## src/cps_regs.svh

```systemverilog
// Offsets, field positions and reset values of the pin and processing bank.
`ifndef CPS_REGS_SVH
`define CPS_REGS_SVH

// ==========================================================================
// Register offsets within page 0.
`define CPS_ADDR_PIN 8'h3a
`define CPS_ADDR_RSVD 8'h3b
`define CPS_ADDR_PLAY 8'h3c
`define CPS_ADDR_REC 8'h3d
`define CPS_ADDR_ENG 8'h3e

// ==========================================================================
// Field positions.
`define CPS_PIN_MODE_HI 6
`define CPS_PIN_MODE_LO 5
`define CPS_PIN_LEVEL_BIT 4
`define CPS_SEL_HI 4
`define CPS_SEL_LO 0
`define CPS_REC_COND_A_BIT 6
`define CPS_REC_COND_B_BIT 5
`define CPS_REC_FREE_BIT 4
`define CPS_PLAY_COND_A_BIT 2
`define CPS_PLAY_COND_B_BIT 1
`define CPS_PLAY_FREE_BIT 0

// ==========================================================================
// Reset values and special codes.
`define CPS_PIN_RST 8'h00
`define CPS_RSVD_RST 8'h00
`define CPS_PLAY_RST 8'h01
`define CPS_REC_RST 8'h04
`define CPS_ENG_RST 8'h00
`define CPS_ROUTE_RST 10'h24a
`define CPS_PLAY_BLOCK_RST 5'h01
`define CPS_REC_BLOCK_RST 5'h04
`define CPS_SEL_ENGINE 5'h00
`define CPS_PIN_OFF_CODE 2'h0
`define CPS_PIN_SEC_CODE 2'h1
`define CPS_PIN_GPI_CODE 2'h2

`endif

```

## src/cps_pkg.sv

```systemverilog
// Types shared by the pin and processing select bank.
package cps_pkg;

	// ======================================================================
	// Use of the third input pin.
	typedef enum logic [1:0] {
		CPS_PIN_OFF,
		CPS_PIN_SEC_CLK,
		CPS_PIN_GPI,
		CPS_PIN_RSVD
	} cps_pin_mode_e;

	// Processing select code width.
	typedef logic [4:0] cps_sel_t;

endpackage : cps_pkg

```

## src/cps_pin_input.sv

```systemverilog
// Input buffer and routing of the third input pin.
`timescale 1ns/1ps
`include "cps_regs.svh"

module cps_pin_input (
	input wire logic clk_i, // System clock.
	input wire logic rst_i, // Synchronous reset, active high.
	input wire logic [1:0] mode_i, // Pin mode field.
	input wire logic pin_i, // Pin level, synchronous to clk_i.
	output logic buf_on_o, // Input buffer powered.
	output logic sec_clk_o, // Pin level offered as secondary clock.
	output logic gpi_o, // Pin level offered as general purpose input.
	output logic level_o // Buffer value for readback.
);

	// ======================================================================
	// Mode decode.
	cps_pkg::cps_pin_mode_e mode; // Decoded pin use.
	logic next_buf_on; // Next buffer power.
	logic next_sec_clk; // Next secondary clock value.
	logic next_gpi; // Next input value.
	logic next_level; // Next readback value.

	// The reserved code is treated as off so the buffer draws no current.
	always_comb begin
		case (mode_i)
			`CPS_PIN_OFF_CODE: mode = cps_pkg::CPS_PIN_OFF;
			`CPS_PIN_SEC_CODE: mode = cps_pkg::CPS_PIN_SEC_CLK;
			`CPS_PIN_GPI_CODE: mode = cps_pkg::CPS_PIN_GPI;
			default: mode = cps_pkg::CPS_PIN_RSVD;
		endcase
	end

	// A powered down buffer reads as zero on every output.
	always_comb begin
		next_buf_on = 1'b0;
		next_sec_clk = 1'b0;
		next_gpi = 1'b0;
		case (mode)
			cps_pkg::CPS_PIN_OFF: begin
				next_buf_on = 1'b0;
			end
			cps_pkg::CPS_PIN_SEC_CLK: begin
				next_buf_on = 1'b1;
				next_sec_clk = pin_i;
			end
			cps_pkg::CPS_PIN_GPI: begin
				next_buf_on = 1'b1;
				next_gpi = pin_i;
			end
			default: begin
				next_buf_on = 1'b0;
			end
		endcase
		next_level = next_buf_on & pin_i;
	end

	// Register the pin outputs.
	always_ff @(posedge clk_i) begin
		if (rst_i) begin
			buf_on_o <= 1'b0;
			sec_clk_o <= 1'b0;
			gpi_o <= 1'b0;
			level_o <= 1'b0;
		end else begin
			buf_on_o <= next_buf_on;
			sec_clk_o <= next_sec_clk;
			gpi_o <= next_gpi;
			level_o <= next_level;
		end
	end

endmodule : cps_pin_input

```

## src/cps_select_bank.sv

```systemverilog
// Pin control, processing select and engine control register bank.
`timescale 1ns/1ps
`include "cps_regs.svh"

// Overview of operation
// - Pin mode: off, secondary clock, input.
// - Playback select: zero engine, else fixed block.
// - Record select: zero engine, else fixed block.
// - Record engine gets condition bits A, B.
// - Playback engine gets condition bits A, B.
// - Record counter frame restart choice bit.
// - Playback counter frame restart choice bit.
module cps_select_bank (
	input wire logic clk_i, // System clock, 40 MHz.
	input wire logic rst_i, // Synchronous reset, active high.
	input wire logic wr_en_i, // Register write strobe.
	input wire logic rd_en_i, // Register read strobe.
	input wire logic [7:0] addr_i, // Page 0 register offset.
	input wire logic [7:0] wdata_i, // Write data.
	output logic [7:0] rdata_o, // Read data.
	output logic rvalid_o, // Read data valid pulse.
	input wire logic pin_i, // Third input pin level.
	output logic pin_buf_on_o, // Third pin input buffer powered.
	output logic pin_sec_clk_o, // Third pin as secondary clock.
	output logic pin_gpi_o, // Third pin as general purpose input.
	output logic play_use_engine_o, // Playback through engine.
	output logic [4:0] play_block_o, // Playback fixed block number.
	output logic play_sel_ok_o, // Playback code is a defined one.
	output logic rec_use_engine_o, // Record through engine.
	output logic [4:0] rec_block_o, // Record fixed block number.
	output logic rec_sel_ok_o, // Record code is a defined one.
	output logic rec_cond_a_o, // Record engine condition A.
	output logic rec_cond_b_o, // Record engine condition B.
	output logic rec_frame_restart_o, // Record counter restarts per frame.
	output logic play_cond_a_o, // Playback engine condition A.
	output logic play_cond_b_o, // Playback engine condition B.
	output logic play_frame_restart_o // Playback counter restarts per frame.
);

	// ======================================================================
	// Code checks used for the routing outputs only; stored values are not checked.

	// Defined playback codes: engine, blocks 1 to 4, 24 and 25.
	function automatic logic play_code_ok(input cps_pkg::cps_sel_t c);
		play_code_ok = (c <= 5'h04) || (c == 5'h18) || (c == 5'h19);
	endfunction : play_code_ok

	// Defined record codes: engine and three groups of three blocks.
	function automatic logic rec_code_ok(input cps_pkg::cps_sel_t c);
		rec_code_ok = (c == 5'h00) || ((c >= 5'h04) && (c <= 5'h06)) ||
			((c >= 5'h0a) && (c <= 5'h0c)) ||
			((c >= 5'h10) && (c <= 5'h12));
	endfunction : rec_code_ok

	// ======================================================================
	// Register storage.
	logic [7:0] pin_ctl; // Third pin control, level bit not stored.
	logic [7:0] rsvd_reg; // Reserved register, kept as plain storage.
	logic [7:0] play_sel; // Playback processing select.
	logic [7:0] rec_sel; // Record processing select.
	logic [7:0] eng_ctl; // Engine condition and restart bits.
	logic [7:0] next_pin_ctl; // Next pin control.
	logic [7:0] next_rsvd_reg; // Next reserved register.
	logic [7:0] next_play_sel; // Next playback select.
	logic [7:0] next_rec_sel; // Next record select.
	logic [7:0] next_eng_ctl; // Next engine control.
	logic pin_level; // Registered pin buffer value.

	// Writes store the byte as given, pin level bit cleared; reserved bits and reserved codes
	// are kept so software reads back what it wrote, as the host side
	// is trusted to write only zeros and defined codes there.
	always_comb begin
		next_pin_ctl = pin_ctl;
		next_rsvd_reg = rsvd_reg;
		next_play_sel = play_sel;
		next_rec_sel = rec_sel;
		next_eng_ctl = eng_ctl;
		if (wr_en_i) begin
			case (addr_i)
				`CPS_ADDR_PIN: begin
					next_pin_ctl = wdata_i;
					next_pin_ctl[`CPS_PIN_LEVEL_BIT] = 1'b0;
				end
				`CPS_ADDR_RSVD: begin
					next_rsvd_reg = wdata_i;
				end
				`CPS_ADDR_PLAY: begin
					next_play_sel = wdata_i;
				end
				`CPS_ADDR_REC: begin
					next_rec_sel = wdata_i;
				end
				`CPS_ADDR_ENG: begin
					next_eng_ctl = wdata_i;
				end
				default: begin
					next_pin_ctl = pin_ctl;
				end
			endcase
		end
	end

	// Register the bank; reset selects block 1 and block 4.
	always_ff @(posedge clk_i) begin
		if (rst_i) begin
			pin_ctl <= `CPS_PIN_RST;
			rsvd_reg <= `CPS_RSVD_RST;
			play_sel <= `CPS_PLAY_RST;
			rec_sel <= `CPS_REC_RST;
			eng_ctl <= `CPS_ENG_RST;
		end else begin
			pin_ctl <= next_pin_ctl;
			rsvd_reg <= next_rsvd_reg;
			play_sel <= next_play_sel;
			rec_sel <= next_rec_sel;
			eng_ctl <= next_eng_ctl;
		end
	end

	// ======================================================================
	// Third pin input buffer.
	cps_pin_input cps_pin_input_inst (
		.clk_i(clk_i),
		.rst_i(rst_i),
		.mode_i(pin_ctl[`CPS_PIN_MODE_HI:`CPS_PIN_MODE_LO]),
		.pin_i(pin_i),
		.buf_on_o(pin_buf_on_o),
		.sec_clk_o(pin_sec_clk_o),
		.gpi_o(pin_gpi_o),
		.level_o(pin_level)
	);

	// ======================================================================
	// Read port.
	logic [7:0] next_rdata; // Next read data.
	logic next_rvalid; // Next read valid.

	// Unmapped offsets read as zero; the level bit shows the registered buffer value, zero when the buffer is off.
	always_comb begin
		next_rdata = 8'h00;
		next_rvalid = rd_en_i;
		if (rd_en_i) begin
			case (addr_i)
				`CPS_ADDR_PIN: begin
					next_rdata = pin_ctl;
					next_rdata[`CPS_PIN_LEVEL_BIT] = pin_level;
				end
				`CPS_ADDR_RSVD: next_rdata = rsvd_reg;
				`CPS_ADDR_PLAY: next_rdata = play_sel;
				`CPS_ADDR_REC: next_rdata = rec_sel;
				`CPS_ADDR_ENG: next_rdata = eng_ctl;
				default: next_rdata = 8'h00;
			endcase
		end
	end

	// Read data holds until the next read.
	always_ff @(posedge clk_i) begin
		if (rst_i) begin
			rdata_o <= 8'h00;
			rvalid_o <= 1'b0;
		end else begin
			rvalid_o <= next_rvalid;
			if (next_rvalid) begin
				rdata_o <= next_rdata;
			end
		end
	end

	// ======================================================================
	// Routing and engine control outputs.
	cps_pkg::cps_sel_t play_code; // Current playback code.
	cps_pkg::cps_sel_t rec_code; // Current record code.
	logic [9:0] next_route; // Next routing and engine outputs.
	logic [9:0] route; // Registered routing and engine outputs.
	logic [4:0] route_play_block; // Registered playback block.
	logic [4:0] route_rec_block; // Registered record block.

	// Block number zero stands for the engine, so the block output is
	// simply the code and the engine flag tests for zero.
	always_comb begin
		play_code = play_sel[`CPS_SEL_HI:`CPS_SEL_LO];
		rec_code = rec_sel[`CPS_SEL_HI:`CPS_SEL_LO];
		next_route[0] = (play_code == `CPS_SEL_ENGINE);
		next_route[1] = play_code_ok(play_code);
		next_route[2] = (rec_code == `CPS_SEL_ENGINE);
		next_route[3] = rec_code_ok(rec_code);
		next_route[4] = eng_ctl[`CPS_REC_COND_A_BIT];
		next_route[5] = eng_ctl[`CPS_REC_COND_B_BIT];
		next_route[6] = ~eng_ctl[`CPS_REC_FREE_BIT];
		next_route[7] = eng_ctl[`CPS_PLAY_COND_A_BIT];
		next_route[8] = eng_ctl[`CPS_PLAY_COND_B_BIT];
		next_route[9] = ~eng_ctl[`CPS_PLAY_FREE_BIT];
	end

	// Reset values mirror what the register reset values decode to.
	// Both restart outputs are high after reset, since a cleared restart
	// bit means the counters restart at every frame.
	always_ff @(posedge clk_i) begin
		if (rst_i) begin
			route <= `CPS_ROUTE_RST;
			route_play_block <= `CPS_PLAY_BLOCK_RST;
			route_rec_block <= `CPS_REC_BLOCK_RST;
		end else begin
			route <= next_route;
			route_play_block <= play_code;
			route_rec_block <= rec_code;
		end
	end

	assign play_use_engine_o = route[0];
	assign play_sel_ok_o = route[1];
	assign rec_use_engine_o = route[2];
	assign rec_sel_ok_o = route[3];
	assign rec_cond_a_o = route[4];
	assign rec_cond_b_o = route[5];
	assign rec_frame_restart_o = route[6];
	assign play_cond_a_o = route[7];
	assign play_cond_b_o = route[8];
	assign play_frame_restart_o = route[9];
	assign play_block_o = route_play_block;
	assign rec_block_o = route_rec_block;

endmodule : cps_select_bank

```

## config.mk

```make
export PLATFORM = sky130hd
export DESIGN_NAME = cps_select_bank
export DESIGN_NICKNAME = d
export VERILOG_FILES = /design/src/cps_pkg.sv /design/src/cps_pin_input.sv /design/src/cps_select_bank.sv
export VERILOG_INCLUDE_DIRS = /design/src /design/src/src
export SDC_FILE = /design/constraint.sdc
export NUM_CORES = 1
export LEC_CHECK = 0
export BUFFER_PORTS_ARGS = -buffer_cell sky130_fd_sc_hd__buf_4
export CORE_UTILIZATION = 50
export CTS_BUF_LIST = sky130_fd_sc_hd__clkbuf_8 sky130_fd_sc_hd__clkbuf_16
export DETAILED_ROUTE_END_ITERATION = 7
export GPL_TIMING_DRIVEN = 0
export HOLD_SLACK_MARGIN = 0.03
export PLACE_DENSITY_LB_ADDON = 0.15
export SYNTH_ARGS = -nofsm -noshare
export SYNTH_HDL_FRONTEND = slang
export SYNTH_SLANG_ARGS = --single-unit
```

## constraint.sdc

```tcl
create_clock -name clk_i -period 2.2 [get_ports clk_i]
set_input_delay 0.66 -clock clk_i [delete_from_list [all_inputs] [get_ports clk_i]]
set_output_delay 0.66 -clock clk_i [all_outputs]
set_load 0.1 [all_outputs]
```

==> results of run 1 <==
==> cells in the final DEF (no fill, tap or decap) <==
cell and n:
nor4b_2 1, nand2_1 30, nand4_1 2, nor3b_1 2, nor3_1 5, inv_1 7, mux2_2 6, clkinv_2 1
or3b_4 1, clkbuf_1 10, and3_1 3, o221ai_1 1, nor2b_1 14, buf_4 52, nand4b_1 2, nor2_1 48
mux2i_1 40, and2_1 2, ha_1 2, nor3_4 1, a31oi_1 1, o21ai_0 8, a311oi_1 8, o2bb2ai_1 8
nor4b_1 1, buf_2 5, clkbuf_8 11, a21oi_1 4, nand4_2 1, dfxtp_1 72, xor2_1 1
==> worst max-delay path, delay by kind of cell <==
| family | cells | cell delay (ns) |
|---|---|---|
| buf+inv | 2 | 0.55 |
| mux | 1 | 0.33 |
| simple gates | 3 | 0.64 |
==> worst paths after layout <==
| check | cells past startpoint | startpoint | slack, ns | endpoint |
|---|---|---|---|---|
| worst max-delay path | 6 | addr_i[1] | 0.23 | eng_ctl[7]$_SDFFE_PP0P_ |
| worst min-delay path | 1 | eng_ctl[0]$_SDFFE_PP0P_ | 0.40 | route[9]$_SDFF_PP1_ |
| worst max register to register | 4 | play_sel[4]$_SDFFE_PP0P_ | 1.05 | rdata_o[4]$_SDFFE_PP0P_ |
| worst min register to register | 1 | eng_ctl[0]$_SDFFE_PP0P_ | 0.40 | route[9]$_SDFF_PP1_ |
==> report_power, final <==
| part | internal (mW) | switching [mW] |
|---|---|---|
| Sequential | 1.31 | 0.00499 |
| Combinational | 0.0575 | 0.139 |
| Clock | 0.446 | 0.439 |
==> through the flow <==
stage          power, mW  setup TNS [ns]  instances
6_report           2.398               0        420
5_1_grt            2.476               0        420
4_1_cts            2.404               0        420
3_5_place_dp       1.543         -0.5702        407
3_3_place_gp       1.541         -0.1003        407
2_1_floorplan      1.466               0        286
==> cells in the mapped netlist (3+ instances only) <==
cell type and number:
dfxtp_1 72, nor2_1 48, mux2i_1 40, nand2_1 30, nor2b_1 14, clkbuf_1 10
a311oi_1 8, o21ai_0 8, o2bb2ai_1 8, inv_1 6, mux2_2 6, buf_2 5
nor3_1 5, a21oi_1 4, and3_1 3
==> cells by family after synthesis <==
family,Yosys count,share of synthesized area [%]
adders and majority gates,2,0.8947
muxes,46,16.73
and+or+nand+nor,113,19.51
AOI/OAI and AO/OA,30,7.696
DFF,72,51.54
buffers and inverters,22,3.311
xor gates and xnor gates,1,0.3133
==> routing by layer <==
| layer | vias up | GRT usage, % | wire length, um |
|---|---|---|---|
| met4 | 0 | 10.58 | 131 |
| met3 | 14 | 5.357 | 466 |
| met5 | - | 0 | 0 |
| met1 | 1035 | 31.86 | 2959 |
| li1 | 1099 | - | - |
| met2 | 90 | 35.00 | 2955 |
==> cell type report <==
class                           instances  area share (%)
Sequential cell                        72           42.06
Multi-Input combinational cell        192           36.84
Timing Repair Buffer                   51           11.17
Clock buffer                           11           4.418
Tap cell                               70           2.556
Buffer                                 16           2.045
Inverter                                6          0.6572
Clock inverter                          2          0.2556
==> qor.yml, run 1 <==
status: "complete, no violations"
place_congestion: 0.8497
required_ns: 2.41
first_global_vias: 2040
cts_tree: "yes"
tightest_slew_ns: 0.5960
row_count: 26
fillers: 456
finalHoldViolCount: 0
synth_top_flop_cell: "dfxtp_1"
floorplan.initialDensity_pct: 53.39
wirelength_um: 6512
synth_area_um2: 2796
worstSetupPathType: "primary input to register"
ys_ff_latch: 72
track_usage_pct: 23.37
cts-buffers-inserted: 9
drive_above_1_share_pct: 22.57
path_cells: "buf_4, nor2b_1, clkbuf_1, nand4_2, mux2i_1, nor2_1"
syn_to_final_growth_pct: 22.55
max-slew-margin-rel_pct: 60.18
holdCritPathClass: "register to register"
synth.distinct_cells: 29
avgSynthCellArea_um2: 9.778
hold_buffers: 0
drc: 0
cts_root_buf: "clkbuf_8"
path_clk_slew_ns: 0.07
max_cap_viol_count: 0
vias_per_cell: 5.329
synthArstFlopShare_pct: 0
grt-ovfl-total: 0
finalSetupViolCount: 0
seq_area_um2: 1441
core_um2: 5238
slowest_stage: "nand4_2"
crit_arrival_ns: 2.18
place_ws_ns: -0.08501
drt_iter0_drc: 138
top_register: "route"
routed-via-count: 2238
worst-path-max-fanout: 9
antenna_cells: 0
cts_resized: 0
synth_edf_count: 0
min_period_over_period_pct: 89.43
dr.pass1.iters: 4
fin_nets: 371
dieArea_um2: 5896
grt_max_degree: 11
fin_skew_ns: 0.006430
final_util_pct: 65.43
placed_area_um2: 3267
numPortBuffers: 51
die_w_um: 76.79
cts_setup_buffers: 0
grt_pass1_wl_um: 10400
synthTopCellsByArea: "dfxtp_1 (52%), mux2i_1 (14%), nor2_1 (6.4%)"
multiInputGateArea_um2: 1262
yosysWarnings: 0
min_period_ns: 1.967
synthCells: 286
peakVddDrop_uv: 463.6
rsz0062_at_grt: "false"
cp-end-kind: "register"
slew_violations: 0
setup_ws_ns: 0.2326
routedWlPerCell_um: 15.50
yosysSeqAreaShare_pct: 51.54
insertion_delay_ns: 0.34
p_per_area_nw_per_um2: 699.8
detailed_place_hpwl_um: 4613
clk_path_buf_depth: 2
ant_nets: 0
startpoint_type: "primary input"
fin_area_um2: 3427
top_level_ports: 53
cp_slowest_stage_delay_ns: 0.45
h-tree-depth: 3
yosys.area.top_type: "dfxtp_1"
largest_register_ffs: 10
max_freq_mhz: 508.3
die_h_um: 76.79
yosys.area.top_type_share_pct: 51.54
power_leakage_nw: 1.471
holdWs_ns: 0.4011
synth_nets: 309
cts_sinks: 72
antenna_found_initial: 0
Note: power is estimated with default switching activity, not from simulation.
==> inputs of run 2 (changes only) <==
Settings changed: CORE_UTILIZATION 50 to 54, PLACE_DENSITY from default to 0.78, PLACE_DENSITY_LB_ADDON 0.15 to default.
==> qor.yml, run 2 (synthesis results as in run 1) <==
status: "complete, no violations"
cp_slowest_stage_delay_ns: 0.50
fin_area_um2: 3417
holdCritPathClass: "register to register"
insertion_delay_ns: 0.34
cp-end-kind: "register"
cts_sinks: 72
antenna_cells: 0
syn_to_final_growth_pct: 22.19
tightest_slew_ns: 0.6141
core_um2: 4848
slowest_stage: "nand4_2"
path_clk_slew_ns: 0.06
grt-ovfl-total: 0
required_ns: 2.40
cp-startpoint: "addr_i[0]"
wirelength_um: 6454
top_register: "route"
routed-via-count: 2216
peakVddDrop_uv: 523.6
antenna_found_initial: 0
max_freq_mhz: 506.2
ant_nets: 0
final_common_cell: "dfxtp_1"
drive_above_1_share_pct: 22.22
crit_cells: 6
r2r_slack_ns: 1.02
path_buf_inv: 2
r2r-end: "rdata_o[2]$_SDFFE_PP0P_"
track_usage_pct: 25.55
grt_pass1_wl_um: 9998
final_cell_mix: "dfxtp_1 (72), buf_4 (52), nor2_1 (48), mux2i_1 (40), nand2_1 (30)"
grt_max_degree: 11
power_leakage_nw: 1.474
r2r_cells: 4
die_w_um: 73.96
clk_path_buf_depth: 2
dr.pass1.iters: 4
placed_area_um2: 3263
min_period_ns: 1.976
vias_per_cell: 5.301
hold_buffers: 0
worstSetupPathType: "primary input to register"
finalHoldViolCount: 0
max-slew-margin-rel_pct: 58.93
cts_tree: "yes"
top_level_ports: 53
numPortBuffers: 51
die_h_um: 73.96
h-tree-depth: 3
floorplan.initialDensity_pct: 57.68
dieArea_um2: 5470
detailed_place_hpwl_um: 4428
worst-path-max-fanout: 9
total_power_mw: 2.365
cts_resized: 0
drt_iter0_drc: 116
finalSetupViolCount: 0
place_congestion: 0.7917
startpoint_type: "primary input"
path_cells: "buf_4, nor2b_1, clkbuf_1, nand4_2, mux2i_1, nor2_1"
max_cap_viol_count: 0
row_count: 25
cts_root_buf: "clkbuf_8"
min_period_over_period_pct: 89.80
reg2reg_from: "rec_sel[2]$_SDFFE_PP1P_"
rsz0062_at_grt: "false"
p_per_area_nw_per_um2: 692.0
crit_arrival_ns: 2.18
cts-buffers-inserted: 9
routedWlPerCell_um: 15.44
fin_nets: 371
largest_register_ffs: 10
slew_violations: 0
first_global_vias: 2037
cts_setup_buffers: 0
crit_end: "eng_ctl[2]$_SDFFE_PP0P_"
fin_skew_ns: 0.004458
cp_top_family: "simple AND/OR/NAND/NOR gates"
drc: 0
## run 2: cell count changes in the layout (fill, tap and decap cells not counted), sizes merged
| cell | delta |
|---|---|
| inv | +2 |
| clkbuf | -1 |
## run 2: per-layer routing
| metal | part of all wire [%] | vias up | GRT usage, % |
|---|---|---|---|
| li1 | - | 1103 | - |
| met1 | 45 | 1044 | 32.34 |
| met2 | 48 | 58 | 41.31 |
| met3 | 5.1 | 11 | 6.640 |
| met4 | 1.7 | 0 | 10.90 |
| met5 | 0 | - | 0 |
## run 2: cell type report
class                      instances  area [um^2]
clock buffer                      10        137.6
tap                               67        83.83
multi-input combinational        192         1262
fill                             385         1431
buffer                            16        70.07
timing repair buffer              51        382.9
inverter                           6        22.52
sequential                        72         1441
clock inverter                     4        16.27
## run 2: through the flow
step                      utilization (%)  hold slack [ns]  instances  setup slack [ns]  setup TNS (ns)
after global placement              67.30           0.3992        404          -0.06643         -0.3884
after floorplan                         -           0.3709        286            0.3219               0
final                               70.48           0.4188        418            0.2244               0
after detailed placement            67.30           0.4010        404           -0.1224         -0.5552
after CTS                           70.48           0.4167        418            0.2475               0
after global routing                70.48           0.4483        418            0.1245               0
## run 2: power breakdown
group / internal (mW) / switching (mW) / leakage [nW]
clock: 0.413 / 0.438 / 0.0918
sequential: 1.31 / 0.00535 / 0.582
combinational: 0.0575 / 0.139 / 0.801
total: 1.78 / 0.582 / 1.47
## run 2: worst register-to-register path, stage by stage, from the launching register on
cell and delay [ns]:
dfxtp_1 0.45, mux2i_1 0.11, o2bb2ai_1 0.16, nand2_1 0.08, a311oi_1 0.27
## run 2: worst min path at each step
| stage | from | cells after the start | to | slack [ns] |
|---|---|---|---|---|
| after floorplan | eng_ctl[0]$_SDFFE_PP0P_ | 1 | route[9]$_SDFF_PP1_ | 0.37 |
| after global placement | eng_ctl[0]$_SDFFE_PP0P_ | 1 | route[9]$_SDFF_PP1_ | 0.40 |
| after detailed placement | eng_ctl[0]$_SDFFE_PP0P_ | 1 | route[9]$_SDFF_PP1_ | 0.40 |
| after CTS | eng_ctl[0]$_SDFFE_PP0P_ | 1 | route[9]$_SDFF_PP1_ | 0.42 |
| after global routing | eng_ctl[0]$_SDFFE_PP0P_ | 1 | route[9]$_SDFF_PP1_ | 0.45 |
| final | eng_ctl[4]$_SDFFE_PP0P_ | 1 | route[6]$_SDFF_PP1_ | 0.42 |
